<file path="src/aic_pkg.sv">
package aic_pkg;

    localparam int ADDR_W = 8;

    // register byte offsets
    localparam logic [7:0] CTRL_OFS   = 8'h00;
    localparam logic [7:0] STATUS_OFS = 8'h04;
    localparam logic [7:0] MODE_OFS   = 8'h08;
    localparam logic [7:0] GIEN_OFS   = 8'h0c;
    localparam logic [7:0] CIEN_OFS   = 8'h10;
    localparam logic [7:0] TRIG_OFS   = 8'h14;
    localparam logic [7:0] ASEL_OFS   = 8'h18;
    localparam logic [7:0] ISTAT_OFS  = 8'h1c;
    localparam logic [7:0] ICLR_OFS   = 8'h20;
    localparam logic [7:0] CAL_BASE   = 8'h40;
    localparam logic [7:0] RES_BASE   = 8'h80;

    // field positions
    localparam int CTRL_ON_BIT    = 0;
    localparam int CTRL_FRACTION_FORMAT_SEL_BIT = 1;
    localparam int STAT_RDY_BIT   = 0;
    localparam int STAT_BUSY_BIT  = 1;
    localparam int MODE_W         = 2;
    localparam int MODE_SIGN_BIT  = 0;
    localparam int MODE_DIFF_BIT  = 1;

    // reset values
    localparam logic [31:0] REG_RESET = 32'h0000_0000;

    // timing
    localparam int CLK_PERIOD_NS = 10;
    localparam int CAL_TIME_NS   = 1000;
    localparam int CAL_CYCLES    = (CAL_TIME_NS + CLK_PERIOD_NS - 1) / CLK_PERIOD_NS;
    localparam int CNT_W         = 12;

    typedef enum logic [1:0] {
        MODE_SE_UNSIGNED   = 2'b00,
        MODE_SE_SIGNED     = 2'b01,
        MODE_DIFF_UNSIGNED = 2'b10,
        MODE_DIFF_SIGNED   = 2'b11
    } aic_mode_type;

    typedef enum logic [1:0] {
        CAL_IDLE  = 2'b00,
        CAL_RUN   = 2'b01,
        CAL_READY = 2'b10
    } aic_cal_state_type;

    typedef struct packed {
        logic fraction_format_sel;
        logic converter_on;
    } aic_ctrl_type;

endpackage

</file>
<file path="src/aic_top.sv">
// Behaviour
// - one global bit selects fractional or integer results for all channels
// - two-bit channel mode: 11 diff signed, 10 diff unsigned, 01 se signed
// - each channel raises its own request when its conversion completes
// - per-channel requests individually enabled by enable bits
// - one global interrupt flags completed conversions on any channels
// - per-channel global enable: 1 contributes to global interrupt, 0 not
// - setting converter on runs calibration, then hardware sets ready flag
// - per-pin bit: 1 selects analog mode, 0 selects digital mode
// - conversions continue during debug halt, no freeze
module aic_top #(
    parameter int NCH        = 8,
    parameter int NPIN       = 16,
    parameter int NCAL       = 4,
    parameter int RES_W      = 12,
    parameter int CAL_CYCLES = aic_pkg::CAL_CYCLES
) (
    input  wire logic                    core_clk,
    input  wire logic                    rst_b,
    input  wire logic [7:0]              paddr,
    input  wire logic                    psel,
    input  wire logic                    penable,
    input  wire logic                    pwrite,
    input  wire logic [31:0]             pwdata,
    output logic      [31:0]             prdata,
    output logic                         pready,
    output logic                         pslverr,
    input  wire logic [NCH-1:0]          conv_done,
    input  wire logic [NCH*RES_W-1:0]    conv_code,
    output logic      [NCH-1:0]          conv_start,
    output logic      [NCH-1:0]          chan_diff,
    output logic                         conv_enable,
    output logic                         cal_run,
    output logic      [NCAL-1:0][31:0]   converter_cal_register,
    output logic      [NPIN-1:0]         pin_analog_select,
    output logic      [NCH-1:0]          chan_irq,
    output logic                         irq
);

    // read mux pads mode and pin fields to 32 bits: a full word leaves no pad
    if (NCH < 1 || NCH > 15) begin : g_bad_nch
        $error("aic_top: NCH must be 1..15");
    end
    if (NPIN < 1 || NPIN > 31) begin : g_bad_npin
        $error("aic_top: NPIN must be 1..31");
    end
    // four-bit word index limits the calibration block
    if (NCAL < 1 || NCAL > 16) begin : g_bad_ncal
        $error("aic_top: NCAL must be 1..16");
    end
    if (CAL_CYCLES < 1 || CAL_CYCLES >= (1 << aic_pkg::CNT_W)) begin : g_bad_cal
        $error("aic_top: CAL_CYCLES out of range");
    end

    localparam logic [aic_pkg::CNT_W-1:0] CAL_LAST = aic_pkg::CNT_W'(CAL_CYCLES - 1);

    function automatic logic [3:0] word_idx(input logic [7:0] addr, input logic [7:0] base);
        logic [7:0] d;
        d = addr - base;
        return d[5:2];
    endfunction

    function automatic logic in_block(input logic [7:0] addr, input logic [7:0] base,
                                      input int n);
        logic [8:0] top;
        top = 9'(base) + 9'(n * 4);
        return (addr >= base) && (9'(addr) < top);
    endfunction

    function automatic logic [31:0] zext_ch(input logic [NCH-1:0] v);
        return {{(32-NCH){1'b0}}, v};
    endfunction

    aic_pkg::aic_ctrl_type            ctrl;
    aic_pkg::aic_ctrl_type            next_ctrl;
    logic [2*NCH-1:0]                 mode;
    logic [2*NCH-1:0]                 next_mode;
    logic [NCH-1:0]                   gien;
    logic [NCH-1:0]                   next_gien;
    logic [NCH-1:0]                   cien;
    logic [NCH-1:0]                   next_cien;
    logic [NCH-1:0]                   istat;
    logic [NCH-1:0]                   next_istat;
    logic [NPIN-1:0]                  next_asel;
    logic [NCAL-1:0][31:0]            next_cal;
    logic [NCH-1:0][31:0]             result;
    logic [NCH-1:0][31:0]             next_result;
    logic [NCH-1:0][31:0]             fmt_data;
    aic_pkg::aic_cal_state_type       cal_state;
    aic_pkg::aic_cal_state_type       next_cal_state;
    logic [aic_pkg::CNT_W-1:0]        cal_cnt;
    logic [aic_pkg::CNT_W-1:0]        next_cal_cnt;
    logic [31:0]                      next_prdata;
    logic                             next_pready;
    logic                             next_pslverr;
    logic [NCH-1:0]                   next_conv_start;
    logic [NCH-1:0]                   next_chan_diff;
    logic                             next_conv_enable;
    logic                             next_cal_run;
    logic [NCH-1:0]                   next_chan_irq;
    logic                             next_irq;
    logic                             wr_en;
    logic                             access;
    logic                             mapped;
    logic [31:0]                      rd_val;
    logic [NCH-1:0]                   clr_mask;

    genvar g;
    generate
        for (g = 0; g < NCH; g++) begin : g_fmt
            aic_format #(
                .RES_W(RES_W)
            ) u_format (
                .code                    (conv_code[g*RES_W +: RES_W]),
                .channel_input_sign_mode (mode[g*2 +: 2]),
                .fraction_format_sel     (ctrl.fraction_format_sel),
                .data                    (fmt_data[g])
            );
        end
    endgenerate

    always_comb begin
        access = psel && penable && !pready;
        wr_en  = psel && penable && pready && pwrite;
        mapped = 1'b1;
        rd_val = 32'h0000_0000;
        if (paddr == aic_pkg::CTRL_OFS) begin
            rd_val[aic_pkg::CTRL_ON_BIT]    = ctrl.converter_on;
            rd_val[aic_pkg::CTRL_FRACTION_FORMAT_SEL_BIT] = ctrl.fraction_format_sel;
        end else if (paddr == aic_pkg::STATUS_OFS) begin
            rd_val[aic_pkg::STAT_RDY_BIT]  = (cal_state == aic_pkg::CAL_READY);
            rd_val[aic_pkg::STAT_BUSY_BIT] = (cal_state == aic_pkg::CAL_RUN);
        end else if (paddr == aic_pkg::MODE_OFS) begin
            rd_val = {{(32-2*NCH){1'b0}}, mode};
        end else if (paddr == aic_pkg::GIEN_OFS) begin
            rd_val = zext_ch(gien);
        end else if (paddr == aic_pkg::CIEN_OFS) begin
            rd_val = zext_ch(cien);
        end else if (paddr == aic_pkg::TRIG_OFS) begin
            rd_val = 32'h0000_0000;
        end else if (paddr == aic_pkg::ASEL_OFS) begin
            rd_val = {{(32-NPIN){1'b0}}, pin_analog_select};
        end else if (paddr == aic_pkg::ISTAT_OFS) begin
            rd_val = zext_ch(istat);
        end else if (paddr == aic_pkg::ICLR_OFS) begin
            rd_val = 32'h0000_0000;
        end else if (in_block(paddr, aic_pkg::CAL_BASE, NCAL)) begin
            rd_val = converter_cal_register[word_idx(paddr, aic_pkg::CAL_BASE)];
        end else if (in_block(paddr, aic_pkg::RES_BASE, NCH)) begin
            rd_val = result[word_idx(paddr, aic_pkg::RES_BASE)];
        end else begin
            mapped = 1'b0;
        end
    end

    always_comb begin
        next_ctrl        = ctrl;
        next_mode        = mode;
        next_gien        = gien;
        next_cien        = cien;
        next_asel        = pin_analog_select;
        next_cal         = converter_cal_register;
        next_result      = result;
        next_conv_start  = '0;
        clr_mask         = '0;
        // one wait state: answer in the cycle after setup+access
        next_pready      = access;
        next_pslverr     = access && !mapped;
        next_prdata      = (access && !pwrite && mapped) ? rd_val : 32'h0000_0000;
        if (wr_en && mapped) begin
            if (paddr == aic_pkg::CTRL_OFS) begin
                next_ctrl.converter_on        = pwdata[aic_pkg::CTRL_ON_BIT];
                next_ctrl.fraction_format_sel = pwdata[aic_pkg::CTRL_FRACTION_FORMAT_SEL_BIT];
            end else if (paddr == aic_pkg::MODE_OFS) begin
                next_mode = pwdata[2*NCH-1:0];
            end else if (paddr == aic_pkg::GIEN_OFS) begin
                next_gien = pwdata[NCH-1:0];
            end else if (paddr == aic_pkg::CIEN_OFS) begin
                next_cien = pwdata[NCH-1:0];
            end else if (paddr == aic_pkg::TRIG_OFS) begin
                if (cal_state == aic_pkg::CAL_READY) begin
                    next_conv_start = pwdata[NCH-1:0];
                end
            end else if (paddr == aic_pkg::ASEL_OFS) begin
                next_asel = pwdata[NPIN-1:0];
            end else if (paddr == aic_pkg::ICLR_OFS) begin
                clr_mask = pwdata[NCH-1:0];
            end else if (in_block(paddr, aic_pkg::CAL_BASE, NCAL)) begin
                next_cal[word_idx(paddr, aic_pkg::CAL_BASE)] = pwdata;
            end
        end
        // no halt input: capture never freezes
        for (int i = 0; i < NCH; i++) begin
            if (conv_done[i]) begin
                next_result[i] = fmt_data[i];
            end
        end
        next_istat       = (istat & ~clr_mask) | conv_done;
        for (int i = 0; i < NCH; i++) begin
            next_chan_diff[i] = next_mode[i*2 + aic_pkg::MODE_DIFF_BIT];
        end
        next_chan_irq    = next_istat & next_cien;
        next_irq         = |(next_istat & next_gien);
    end

    always_comb begin
        next_cal_state = cal_state;
        next_cal_cnt   = cal_cnt;
        case (cal_state)
            aic_pkg::CAL_IDLE: begin
                next_cal_cnt = '0;
                if (ctrl.converter_on) begin
                    next_cal_state = aic_pkg::CAL_RUN;
                end
            end
            aic_pkg::CAL_RUN: begin
                next_cal_cnt = cal_cnt + 1'b1;
                if (!ctrl.converter_on) begin
                    next_cal_state = aic_pkg::CAL_IDLE;
                end else if (cal_cnt == CAL_LAST) begin
                    next_cal_state = aic_pkg::CAL_READY;
                end
            end
            aic_pkg::CAL_READY: begin
                if (!ctrl.converter_on) begin
                    next_cal_state = aic_pkg::CAL_IDLE;
                end
            end
            default: begin
                next_cal_state = aic_pkg::CAL_IDLE;
            end
        endcase
        next_conv_enable = (next_cal_state == aic_pkg::CAL_READY);
        next_cal_run     = (next_cal_state == aic_pkg::CAL_RUN);
    end

    always_ff @(posedge core_clk) begin
        if (!rst_b) begin
            ctrl                   <= '0;
            mode                   <= '0;
            gien                   <= '0;
            cien                   <= '0;
            istat                  <= '0;
            pin_analog_select      <= '0;
            converter_cal_register <= '0;
            result                 <= '0;
            prdata                 <= aic_pkg::REG_RESET;
            pready                 <= 1'b0;
            pslverr                <= 1'b0;
            conv_start             <= '0;
            chan_diff              <= '0;
            chan_irq               <= '0;
            irq                    <= 1'b0;
        end else begin
            ctrl                   <= next_ctrl;
            mode                   <= next_mode;
            gien                   <= next_gien;
            cien                   <= next_cien;
            istat                  <= next_istat;
            pin_analog_select      <= next_asel;
            converter_cal_register <= next_cal;
            result                 <= next_result;
            prdata                 <= next_prdata;
            pready                 <= next_pready;
            pslverr                <= next_pslverr;
            conv_start             <= next_conv_start;
            chan_diff              <= next_chan_diff;
            chan_irq               <= next_chan_irq;
            irq                    <= next_irq;
        end
    end

    always_ff @(posedge core_clk) begin
        if (!rst_b) begin
            cal_state   <= aic_pkg::CAL_IDLE;
            cal_cnt     <= '0;
            conv_enable <= 1'b0;
            cal_run     <= 1'b0;
        end else begin
            cal_state   <= next_cal_state;
            cal_cnt     <= next_cal_cnt;
            conv_enable <= next_conv_enable;
            cal_run     <= next_cal_run;
        end
    end

endmodule

</file>
<file path="src/aic_format.sv">
module aic_format #(
    parameter int RES_W = 12
) (
    input  wire logic [RES_W-1:0] code,
    input  wire logic [1:0]       channel_input_sign_mode,
    input  wire logic             fraction_format_sel,
    output logic      [31:0]      data
);

    logic [RES_W-1:0] adj;

    // a one-bit code has no sign bit; a full word leaves no pad
    if (RES_W < 2 || RES_W > 31) begin : g_bad_res_w
        $error("aic_format: RES_W out of range");
    end

    always_comb begin
        if (channel_input_sign_mode[aic_pkg::MODE_SIGN_BIT]) begin
            adj = {~code[RES_W-1], code[RES_W-2:0]};
        end else begin
            adj = code;
        end
        if (fraction_format_sel) begin
            data = {adj, {(32-RES_W){1'b0}}};
        end else if (channel_input_sign_mode[aic_pkg::MODE_SIGN_BIT]) begin
            data = {{(32-RES_W){adj[RES_W-1]}}, adj};
        end else begin
            data = {{(32-RES_W){1'b0}}, adj};
        end
    end

endmodule

</file>
<file path="config.mk">
export PLATFORM = sky130hd
export DESIGN_NAME = aic_top
export DESIGN_NICKNAME = d
export VERILOG_FILES = /design/src/aic_pkg.sv /design/src/aic_top.sv /design/src/aic_format.sv
export SDC_FILE = /design/constraint.sdc
export NUM_CORES = 1
export LEC_CHECK = 0
export BUFFER_PORTS_ARGS = -buffer_cell sky130_fd_sc_hd__buf_2
export CAP_MARGIN = 0
export CORE_MARGIN = 4
export CORE_UTILIZATION = 51
export DETAILED_ROUTE_END_ITERATION = 8
export PLACE_DENSITY = 0.82
export SETUP_SLACK_MARGIN = 0.1
export SLEW_MARGIN = 20
export SYNTH_ARGS = -nofsm -noshare
export SYNTH_HDL_FRONTEND = slang
export SYNTH_SLANG_ARGS = --single-unit
</file>
<file path="constraint.sdc">
create_clock -name core_clk -period 2.18 [get_ports core_clk]
set_clock_uncertainty 0.05 [all_clocks]
set_input_delay 0.327 -clock core_clk [delete_from_list [all_inputs] [get_ports core_clk]]
set_output_delay 0.327 -clock core_clk [all_outputs]
set_load 0.005 [all_outputs]
</file>
==> summary.md, run 1 <==
| Metric | Value |
|---|---|
| Status | `finished, final reports clean` |
| P_leak | `10.05 nW` |
| Worst Setup End Kind | `flip-flop` |
| Die width | `206.4 um` |
| Worst setup SP type | `flip-flop` |
| Slew Viols, Final | `0` |
| Largest net degree at the start of global routing | `130` |
| # fillers | `3,055` |
| Max_slew headroom | `0.1488` |
| Clk slew on worst S/H paths | `0.06 ns` |
| Arrival time at the worst endpoint | `2.49 ns` |
| Synth Cell Area | `20,070 um2` |
| Maximum vdd drop | `0.0005069 V` |
| FP Rows | `72` |
| Worst hold-check path type | `primary input to flip-flop` |
| Via density | `5.966` |
| Core Footprint | `38,740 um2` |
| Number of synthesized flops with an enable pin | `0` |
| Dpl ws | `-0.1136 ns` |
| Average size of a mapped cell | `9.282 um2` |
| Worst EP required | `2.64 ns` |
| Yosys reg bits | `453` |
| First-pass GRT wire length | `106,900 um` |
| H-tree Lvls | `2` |
| Via count | `18,570` |
| Worst skew pair latency | `0.59 ns` |
| FMAX | `490.9 MHz` |
| Setup violators final | `0` |
| Logic pwr share | `0.085` |
| WL final | `71,370 um` |
| Crit Path Max Fanout | `12` |
| Gpl congestion | `0.9745` |
| Final hold vios | `0` |
| I/O Pins | `354` |
| Sequential share of power | `0.465` |
| Grt ovf | `0` |
| Setup CP Type | `flip-flop to flip-flop` |
| First-pass DRT Iterations | `5` |
| Dpl cells | `2,948` |
| Yosys cell types | `61` |
| CTS tree | `built` |
| DRC | `0` |
| Num CTS Buffers | `47` |
| Worst Max-Slew Pin Slew | `1.274 ns` |
| Share of cells above drive strength 1 | `0.2599` |
| Die height | `206.4 um` |
| Pwr Density | `734.3 nW/um2` |
| DP Wirelength | `49,400 um` |
| Initial DRC count | `2,020` |
| Initial antenna violation count | `5` |
| Tcrit/Tclk final | `0.9344` |
| Synth Flop Type | `dfxtp_1` |
| Worst Slack Setup Final | `0.1430 ns` |
| Minimum clock period | `2.037 ns` |
| CTS root buf | `clkbuf_16` |
| RSZ-0062 raised after global routing | `no` |
| Postcts setup bufs | `0` |
| Nets@finish | `2,714` |
| Clk sinks | `453` |
| HP Start | `conv_code[69]` |
| Design Power | `18.44 mW` |
| Area grow syn2layout | `25.16%` |
| Vias in the first global route | `17,950` |
| Sw power | `4.405 mW` |
| Crit path launch | `mode[4]` |
| Max Cap Viol | `0` |
| Port Buffers | `353` |
| Ys async rst share | `0` |
| Switching share of power | `0.2389` |
| Syn nets | `2,320` |
| Area of the die | `42,580 um2` |
| Routed Antenna Nets | `0` |
| Util after Layout | `0.6484` |
| Maximum root-to-sink buffer count | `3` |
| Syn Inst Count | `2,162` |
| Power share of the clock group | `0.450` |
| Final cell count without fillers | `3,112` |
| Ys Warns | `0` |
| Register area share after synthesis | `0.4519` |
| Setup_tns | `0 ns` |
| Internal power | `14.04 mW` |
| GRT Util Overall | `0.3246` |
| Reg2reg start | `mode[4]` |
| Starting density of the core | `0.5180` |
| Drt wl/cell | `22.93 um` |
logic make-up (layout without fill, tap and decap cells):
family	Yosys count	count (layout)	share of synthesized area
multiplexers	156	156	0.1304
flip-flops	453	453	0.4519
AO/OA/AOI/OAI	623	623	0.1897
AND/OR/NAND/NOR	705	705	0.1746
XOR/XNOR	7	7	0.003055
buffers and inverters	209	640	0.04464
other	0	1	0
adder cells (fa/ha/maj)	9	9	0.005612
flip-flops by register name, indices dropped and copies added (netlist names), 12 cells and up:
signal                  count
cal_cnt                    12
converter_cal_register    128
result                    200
pin_analog_select          16
prdata                     32
synth_stat cells (2+ instances only):
library cell,count,area (um2)
and4_1,3,26.28
mux2_2,24,270.3
clkbuf_1,138,518.0
nor4_1,3,18.77
buf_2,32,160.2
nand4b_1,2,17.52
o221ai_1,2,17.52
nor2b_1,236,1476
or3_1,4,25.02
dfxtp_1,453,9069
a32o_1,6,60.06
nand3_1,24,120.1
nand2b_1,14,87.58
inv_1,15,56.30
nand4_1,5,31.28
mux4_2,82,1847
and3_1,3,18.77
a222oi_1,6,60.06
a31oi_1,12,75.07
o211ai_1,2,15.01
and2_1,15,93.84
a22oi_1,47,352.8
nor2_1,49,183.9
xor2_1,5,43.79
o21ai_0,107,535.5
buf_1,5,18.77
o22ai_1,10,62.56
nor3_1,7,35.03
mux2i_1,50,500.5
a21boi_1,6,45.04
buf_4,19,142.6
a21oi_1,262,1311
a21o_1,3,22.52
a21boi_0,146,1096
a31o_2,2,17.52
xnor2_1,2,17.52
nand2_1,329,1235
ha_1,9,112.6
stage by stage:
step,hold slack [ns],area [um2]
after floorplan,0.3938,20110
after global placement,0.4083,22750
after detailed placement,0.4112,22750
after CTS,0.0001805,25090
after global routing,0.02094,25110
final,0.01165,25120
layout make-up:
class                      count  area [um2]  share of cell area
timing repair buffer         539        3607              0.1436
clock inverter                22       249.0            0.009914
clock buffer                  64        1321             0.05261
multi-input combinational   1500       10160              0.4045
tap                          518       648.1             0.02581
inverter                      15       56.30            0.002242
sequential                   453        9072              0.3612
antenna                        1       2.502          0.00009964
worst paths after layout:
check	endpoint	slack, ns	depth (start not counted)
worst min register to register	prdata[6]	0.42	2
worst min-delay path	result[169]	0.01	3
worst max-delay path	result[87]	0.14	4
worst max register to register	result[87]	0.14	4
what timing repair did:
action / in CTS / in global routing
hold endpoints to repair: 142 / 0
gates resized for setup: 0 / 5
hold buffers: 77 / 0
setup endpoints to repair: 0 / 122
layer usage:
metal / wire length, um / up-vias / share of wire / GRT usage
li1: - / 8321 / - / -
met5: 56 / - / 0.00078 / 0
met4: 3717 / 10 / 0.052 / 0.1464
met1: 27500 / 8848 / 0.39 / 0.4285
met2: 32040 / 1166 / 0.45 / 0.5036
met3: 8056 / 222 / 0.11 / 0.08395
worst max-delay path: stages, from the launching register on:
cell     delay [ns]
dfxtp_1        0.40
ha_1           0.19
nor2b_1        0.99
a21oi_1        0.13
a21oi_1        0.21
power groups by stage:
stage          sequential (mW)  clock (mW)  combinational, mW
2_1_floorplan             8.70           0              0.842
3_3_place_gp              8.74           0               1.38
3_5_place_dp              8.75           0               1.41
4_1_cts                   8.57        8.34               1.53
5_1_grt                   8.58        8.69               1.66
6_report                  8.58        8.30               1.57
layout by cell type (no fill, tap or decap), drive strengths merged, types with 9 or more instances in the layout:
cell         instances
a21boi             152
a21oi              264
a22oi               47
a31oi               12
and2                15
buf                461
clkbuf              65
clkinv              13
dfxtp              453
dlygate4sd3         77
ha                   9
inv                 18
mux2                24
mux2i               50
mux4                82
nand2              329
nand2b              14
nand3               24
nor2                49
nor2b              236
nor3                 9
o21ai              109
o22ai               10
No activity file was read; power rests on OpenSTA's default activity.
==> inputs of run 2 (changes only) <==
--- a/config.mk
+++ b/config.mk
@@ -7,6 +7,7 @@
 export LEC_CHECK = 0
 export BUFFER_PORTS_ARGS = -buffer_cell sky130_fd_sc_hd__buf_2
 export CAP_MARGIN = 0
+export CORE_ASPECT_RATIO = 0.75
 export CORE_MARGIN = 4
 export CORE_UTILIZATION = 51
 export DETAILED_ROUTE_END_ITERATION = 8
==> run 2 against run 1 <==
Worst hold slack lost 0.0047 ns. Die area about the same. Combinational power shrank 4%. Via count is 0.30% higher. Sequential power about the same. Critical endpoint is now prdata[1]. Clock power decreased by 4.0%. Flip-flop and latch count is the same. Clock-buffer cell count is 6 lower. Sequential share of layout area up 0.86 points.
==> summary.md, run 2 (synthesized netlist as in run 1, its figures left out) <==
| Metric | Value |
|---|---|
| Largest regs | `result x200, converter_cal_register x128, prdata x32` |
| Top reg by flops | `result` |
| Num CTS Buffers | `45` |
| Largest net degree at the start of global routing | `83` |
| P_leak | `9.794 nW` |
| Worst hold-check path type | `primary input to flip-flop` |
| DP Wirelength | `53,840 um` |
| Worst Setup End Kind | `flip-flop` |
| Grt ovf | `0` |
| CTS root buf | `clkbuf_16` |
| Worst EP required | `2.58 ns` |
| GRT Util Overall | `0.3337` |
| FMAX | `490.8 MHz` |
| Max Cap Viol | `0` |
| Maximum root-to-sink buffer count | `3` |
| Nets@finish | `2,660` |
| Hold WS | `0.006898 ns` |
| Port Buffers | `353` |
| Initial antenna violation count | `7` |
| WL final | `74,370 um` |
| Worst Slack Setup Final | `0.1426 ns` |
| Max reg flops | `200` |
| Core Footprint | `38,550 um2` |
| Arrival time at the worst endpoint | `2.44 ns` |
| Gpl congestion | `0.9872` |
| Die height | `179.8 um` |
| Worst Path Buf+Inv | `0` |
| Minimum clock period | `2.037 ns` |
| Tcrit/Tclk final | `0.9346` |
| Die width | `237.0 um` |
| Clk sinks | `453` |
| Largest stage delay, worst path | `0.46 ns` |
| Clk slew on worst S/H paths | `0.07 ns` |
| First-pass GRT wire length | `111,600 um` |
| Design Power | `18.07 mW` |
| Max_slew headroom | `0.2896` |
| Worst skew pair latency | `0.57 ns` |
| Worst Max-Slew Pin Slew | `1.063 ns` |
| First-pass DRT Iterations | `9` |
| Setup violators final | `0` |
| Starting density of the core | `0.5205` |
| DRC | `0` |
| I/O Pins | `354` |
| Via density | `6.112` |
| Commonest non-fill, non-tap cells in the layout | `dfxtp_1 (452), buf_2 (350), nand2_1 (329)` |
| Slew Viols, Final | `0` |
| H-tree Lvls | `2` |
| Dpl ws | `-0.1266 ns` |
| RSZ-0062 raised after global routing | `yes` |
| Cell family with most CP delay | `multiplexers` |
| Share of cells above drive strength 1 | `0.2642` |
| Crit path max-delay cell type | `mux4_2` |
| CTS tree | `built` |
| Vias in the first global route | `17,650` |
| Initial DRC count | `2,071` |
| Routed Antenna Nets | `0` |
| Status | `finished, final reports clean` |
| Final hold vios | `0` |
| FP Rows | `62` |
| Maximum vdd drop | `0.0005217 V` |
| Area grow syn2layout | `22.23%` |
| CP Cell Sequence | `mux4_2 -> mux2_2 -> a221o_1 -> a222oi_1 -> nor2_1` |
| Area of the die | `42,620 um2` |
| Drt wl/cell | `24.41 um` |
| Util after Layout | `0.6362` |
| Crit Path Max Fanout | `2` |
| Pwr Density | `736.8 nW/um2` |
| Setup CP Type | `flip-flop to flip-flop` |
| Via count | `18,620` |
| Worst setup SP type | `flip-flop` |
| Setup_tns | `0 ns` |
| Commonest non-fill, non-tap cell in the layout | `dfxtp_1` |
run 2: cell count changes in the layout (fill, tap and decap cells not counted), moves of 2 or more:
cell           change
clkinv_2           -3
clkbuf_1           -5
dlygate4sd3_1     -53
diode_2            +2
inv_6              -2
buf_12             +2
buf_4              -2
clkinv_4           +3
run 2: report_power, final:
group | leakage [nW] | internal [mW] | switching (mW)
clock | 0.741 | 4.60 | 3.37
combinational | 5.37 | 0.659 | 0.846
sequential | 3.69 | 8.46 | 0.130
run 2: through the flow:
stage                     instances  area [um2]
after detailed placement       2941       22760
final                          3047       24530
after global placement         2941       22760
after floorplan                2162       20110
after CTS                      3042       24490
after global routing           3047       24530
run 2: layout make-up:
type	count	area [um2]
Antenna cell	3	7.507
Sequential cell	453	9072
Clock buffer	58	1277
Inverter	15	56.30
Clock inverter	19	212.7
Multi-Input combinational cell	1500	10150
Fill cell	3105	14030
Timing Repair Buffer	487	3113
Tap cell	512	640.6
run 2: what timing repair did:
item / in CTS / in global routing
gates resized for setup: 1 / 3
hold buffers: 24 / 0
setup buffers: 0 / 2
cloned: 0 / 0
hold endpoints to repair: 28 / 0
endpoints found under the setup margin: 1 / 17
run 2: path summary, 6_finish.rpt:
check	to	depth (start not counted)	slack (ns)	startpoint
max reg2reg	prdata[1]	5	0.14	result[161]
min reg2reg	converter_cal_register[52]	2	0.43	converter_cal_register[52]
max	prdata[1]	5	0.14	result[161]
min	converter_cal_register[81]	3	0.007	pwdata[17]
run 2: per-layer routing:
metal  vias up  routed length, um  GRT usage
li1       8212                  -          -
met1      9052              30650     0.4735
met2      1196              32570     0.5037
met3       156               8863    0.09421
met4         6               2257    0.08940
met5         -                 31          0
run 2: worst register-to-register path, delay by kind of cell (launching register included):
family,cells,cell delay [ns]
simple gates,1,0.07
compound gates,2,0.71
mux,2,0.75
flops,1,0.36
==> inputs of run 3 (changes only) <==
--- a/config.mk
+++ b/config.mk
@@ -9,9 +9,10 @@
 export CAP_MARGIN = 0
 export CORE_ASPECT_RATIO = 0.75
 export CORE_MARGIN = 4
-export CORE_UTILIZATION = 51
+export CORE_UTILIZATION = 55
+export CTS_CLUSTER_SIZE = 10
 export DETAILED_ROUTE_END_ITERATION = 8
-export PLACE_DENSITY = 0.82
+export PLACE_DENSITY = 0.84
 export SETUP_SLACK_MARGIN = 0.1
 export SLEW_MARGIN = 20
 export SYNTH_ARGS = -nofsm -noshare
==> constraint.sdc (replaced) <==
create_clock -name core_clk -period 2.6 [get_ports core_clk]
set_clock_uncertainty 0.05 [all_clocks]
set_input_delay 0.52 -clock core_clk [delete_from_list [all_inputs] [get_ports core_clk]]
set_output_delay 0.52 -clock core_clk [all_outputs]
set_load 0.005 [all_outputs]
==> run 3 against run 2 <==
Cell count is 3.6% lower. Die area shrank 7.0%. Combinational power shrank 21%. Maximum frequency shrank 11%. Critical path depth increased by 1. First-iteration DRC count grew 16%. Sequential power decreased by 16%. Sequential share of layout area grew 1.1 points. Critical endpoint is now irq.
==> summary.md, run 3 (synthesized netlist as in run 1, its figures left out) <==
| Metric | Value |
|---|---|
| Status | `finished, final reports clean` |
| Arrival time at the worst endpoint | `2.68 ns` |
| First-pass GRT wire length | `107,800 um` |
| Via count | `18,530` |
| Gpl congestion | `0.9716` |
| Top reg by flops | `result` |
| Maximum root-to-sink buffer count | `3` |
| WL final | `71,490 um` |
| Critical R2R Capture | `irq` |
| Area of the die | `39,640 um2` |
| Top Layer Used | `met5` |
| First-pass DRT Iterations | `6` |
| Worst EP required | `3.00 ns` |
| Cell Area, Placed | `22,440 um2` |
| Nets@finish | `2,615` |
| Final hold vios | `0` |
| Logic pwr share | `0.082` |
| Die height | `173.4 um` |
| Largest regs | `result x200, converter_cal_register x128, prdata x32` |
| Worst Max-Slew Pin Slew | `1.143 ns` |
| Via density | `6.312` |
| Port Buffers | `353` |
| Routed Antenna Nets | `0` |
| Reg2reg start | `pready` |
| Num CTS Buffers | `51` |
| Area grow syn2layout | `18.76%` |
| Crit Path Max Fanout | `21` |
| Reg2Reg Setup Slack | `0.32 ns` |
| Max_slew headroom | `0.2353` |
| Setup violators final | `0` |
| Commonest non-fill, non-tap cells in the layout | `dfxtp_1 (452), buf_2 (350), nand2_1 (329)` |
| I/O Pins | `354` |
| Starting density of the core | `0.5580` |
| Share of cells above drive strength 1 | `0.2525` |
| P_leak | `9.456 nW` |
| Vias in the first global route | `17,970` |
| Worst skew pair latency | `0.57 ns` |
| Metal3 WL | `8862 um` |
| FMAX | `439.2 MHz` |
| RSZ-0062 raised after global routing | `no` |
| Crit path launch | `pready` |
| Clk slew on worst S/H paths | `0.06 ns` |
| FP Rows | `60` |
| Worst hold-check path type | `primary input to flip-flop` |
| Setup_tns | `0 ns` |
| Core Footprint | `35,960 um2` |
| Grt ovf | `0` |
| Post-route cell area | `23,830 um2` |
| Worst Slack Setup Final | `0.3231 ns` |
| Worst R2R Path Depth | `6` |
| Power share of the clock group | `0.429` |
| Worst Setup End Kind | `flip-flop` |
| Initial DRC count | `2,402` |
| Internal power | `11.24 mW` |
| DP Wirelength | `50,490 um` |
| Max reg flops | `200` |
| GRT Util Overall | `0.3438` |
| Postcts setup bufs | `0` |
| Met1 Wirelength | `28,050 um` |
| Worst setup SP type | `flip-flop` |
| Clk sinks | `453` |
| Crit path to | `irq` |
| DRC | `0` |
| Pwr Density | `618.0 nW/um2` |
| Commonest non-fill, non-tap cell in the layout | `dfxtp_1` |
| CTS tree | `built` |
| Sequential share of power | `0.489` |
| Minimum clock period | `2.277 ns` |
| WL met2 | `31,080 um` |
| Tcrit/Tclk final | `0.8757` |
| H-tree Lvls | `2` |
| Sw power | `3.488 mW` |
| Switching share of power | `0.2368` |
| Util after Layout | `0.6627` |
| Largest net degree at the start of global routing | `242` |
| Hold Buf Count CTS | `0` |
| Slew Viols, Final | `0` |
| Setup CP Type | `flip-flop to flip-flop` |
| Dpl ws | `0.004503 ns` |
| Initial antenna violation count | `7` |
| CTS root buf | `clkbuf_16` |
| Die width | `228.6 um` |
| Max Cap Viol | `0` |
| Post_cts resized | `0` |
| Drt wl/cell | `24.35 um` |
| Maximum vdd drop | `0.0004753 V` |
run 3: worst max-delay path: stages (launching register included):
cell and delay [ns]:
dfxtp_1 0.34, and4_1 0.28, buf_12 0.20, nand4_1 0.37
o22ai_1 0.43, o22ai_1 0.16, o41a_1 0.33
run 3: metal layers:
layer  global-route usage  up-vias
met1               0.4680     8870
met4               0.1438        4
met5                    0        -
li1                     -     8102
met3              0.09625      249
met2               0.5183     1308
run 3: worst min path at each step:
stage / endpoint / depth (start not counted) / slack (ns) / startpoint
after floorplan: chan_diff[5] / 2 / 0.39 / chan_diff[5]
after global placement: converter_cal_register[1] / 2 / 0.40 / converter_cal_register[1]
after detailed placement: converter_cal_register[4] / 2 / 0.41 / converter_cal_register[4]
after CTS: result[42] / 3 / 0.16 / conv_code[22]
after global routing: result[72] / 3 / 0.18 / conv_code[32]
final: result[42] / 3 / 0.17 / conv_code[22]
run 3: area by class of cell:
| class | instances | area, um2 |
|---|---|---|
| well taps | 465 | 581.8 |
| clock buffers | 59 | 1369 |
| diodes | 8 | 20.02 |
| flip-flops and latches | 453 | 9072 |
| repair buffers | 436 | 2604 |
| fillers | 2806 | 12130 |
| multi-input cells | 1500 | 10130 |
| inverters | 15 | 56.30 |
run 3: power by group through the flow:
stage                     Clock [mW]  Combinational, mW  Sequential (mW)
after floorplan                    0              0.700             7.30
after global placement             0               1.13             7.33
after detailed placement           0               1.16             7.34
after CTS                       6.34               1.17             7.19
after global routing            6.62               1.27             7.21
final                           6.33               1.20             7.20
run 3: metrics by stage:
stage / std cells / hold slack, ns / total power, mW
after floorplan: 2162 / 0.3938 / 7.997
after global placement: 2869 / 0.4034 / 8.468
after detailed placement: 2869 / 0.4120 / 8.500
after CTS: 2928 / 0.1586 / 14.70
after global routing: 2932 / 0.1812 / 15.09
final: 2936 / 0.1698 / 14.73
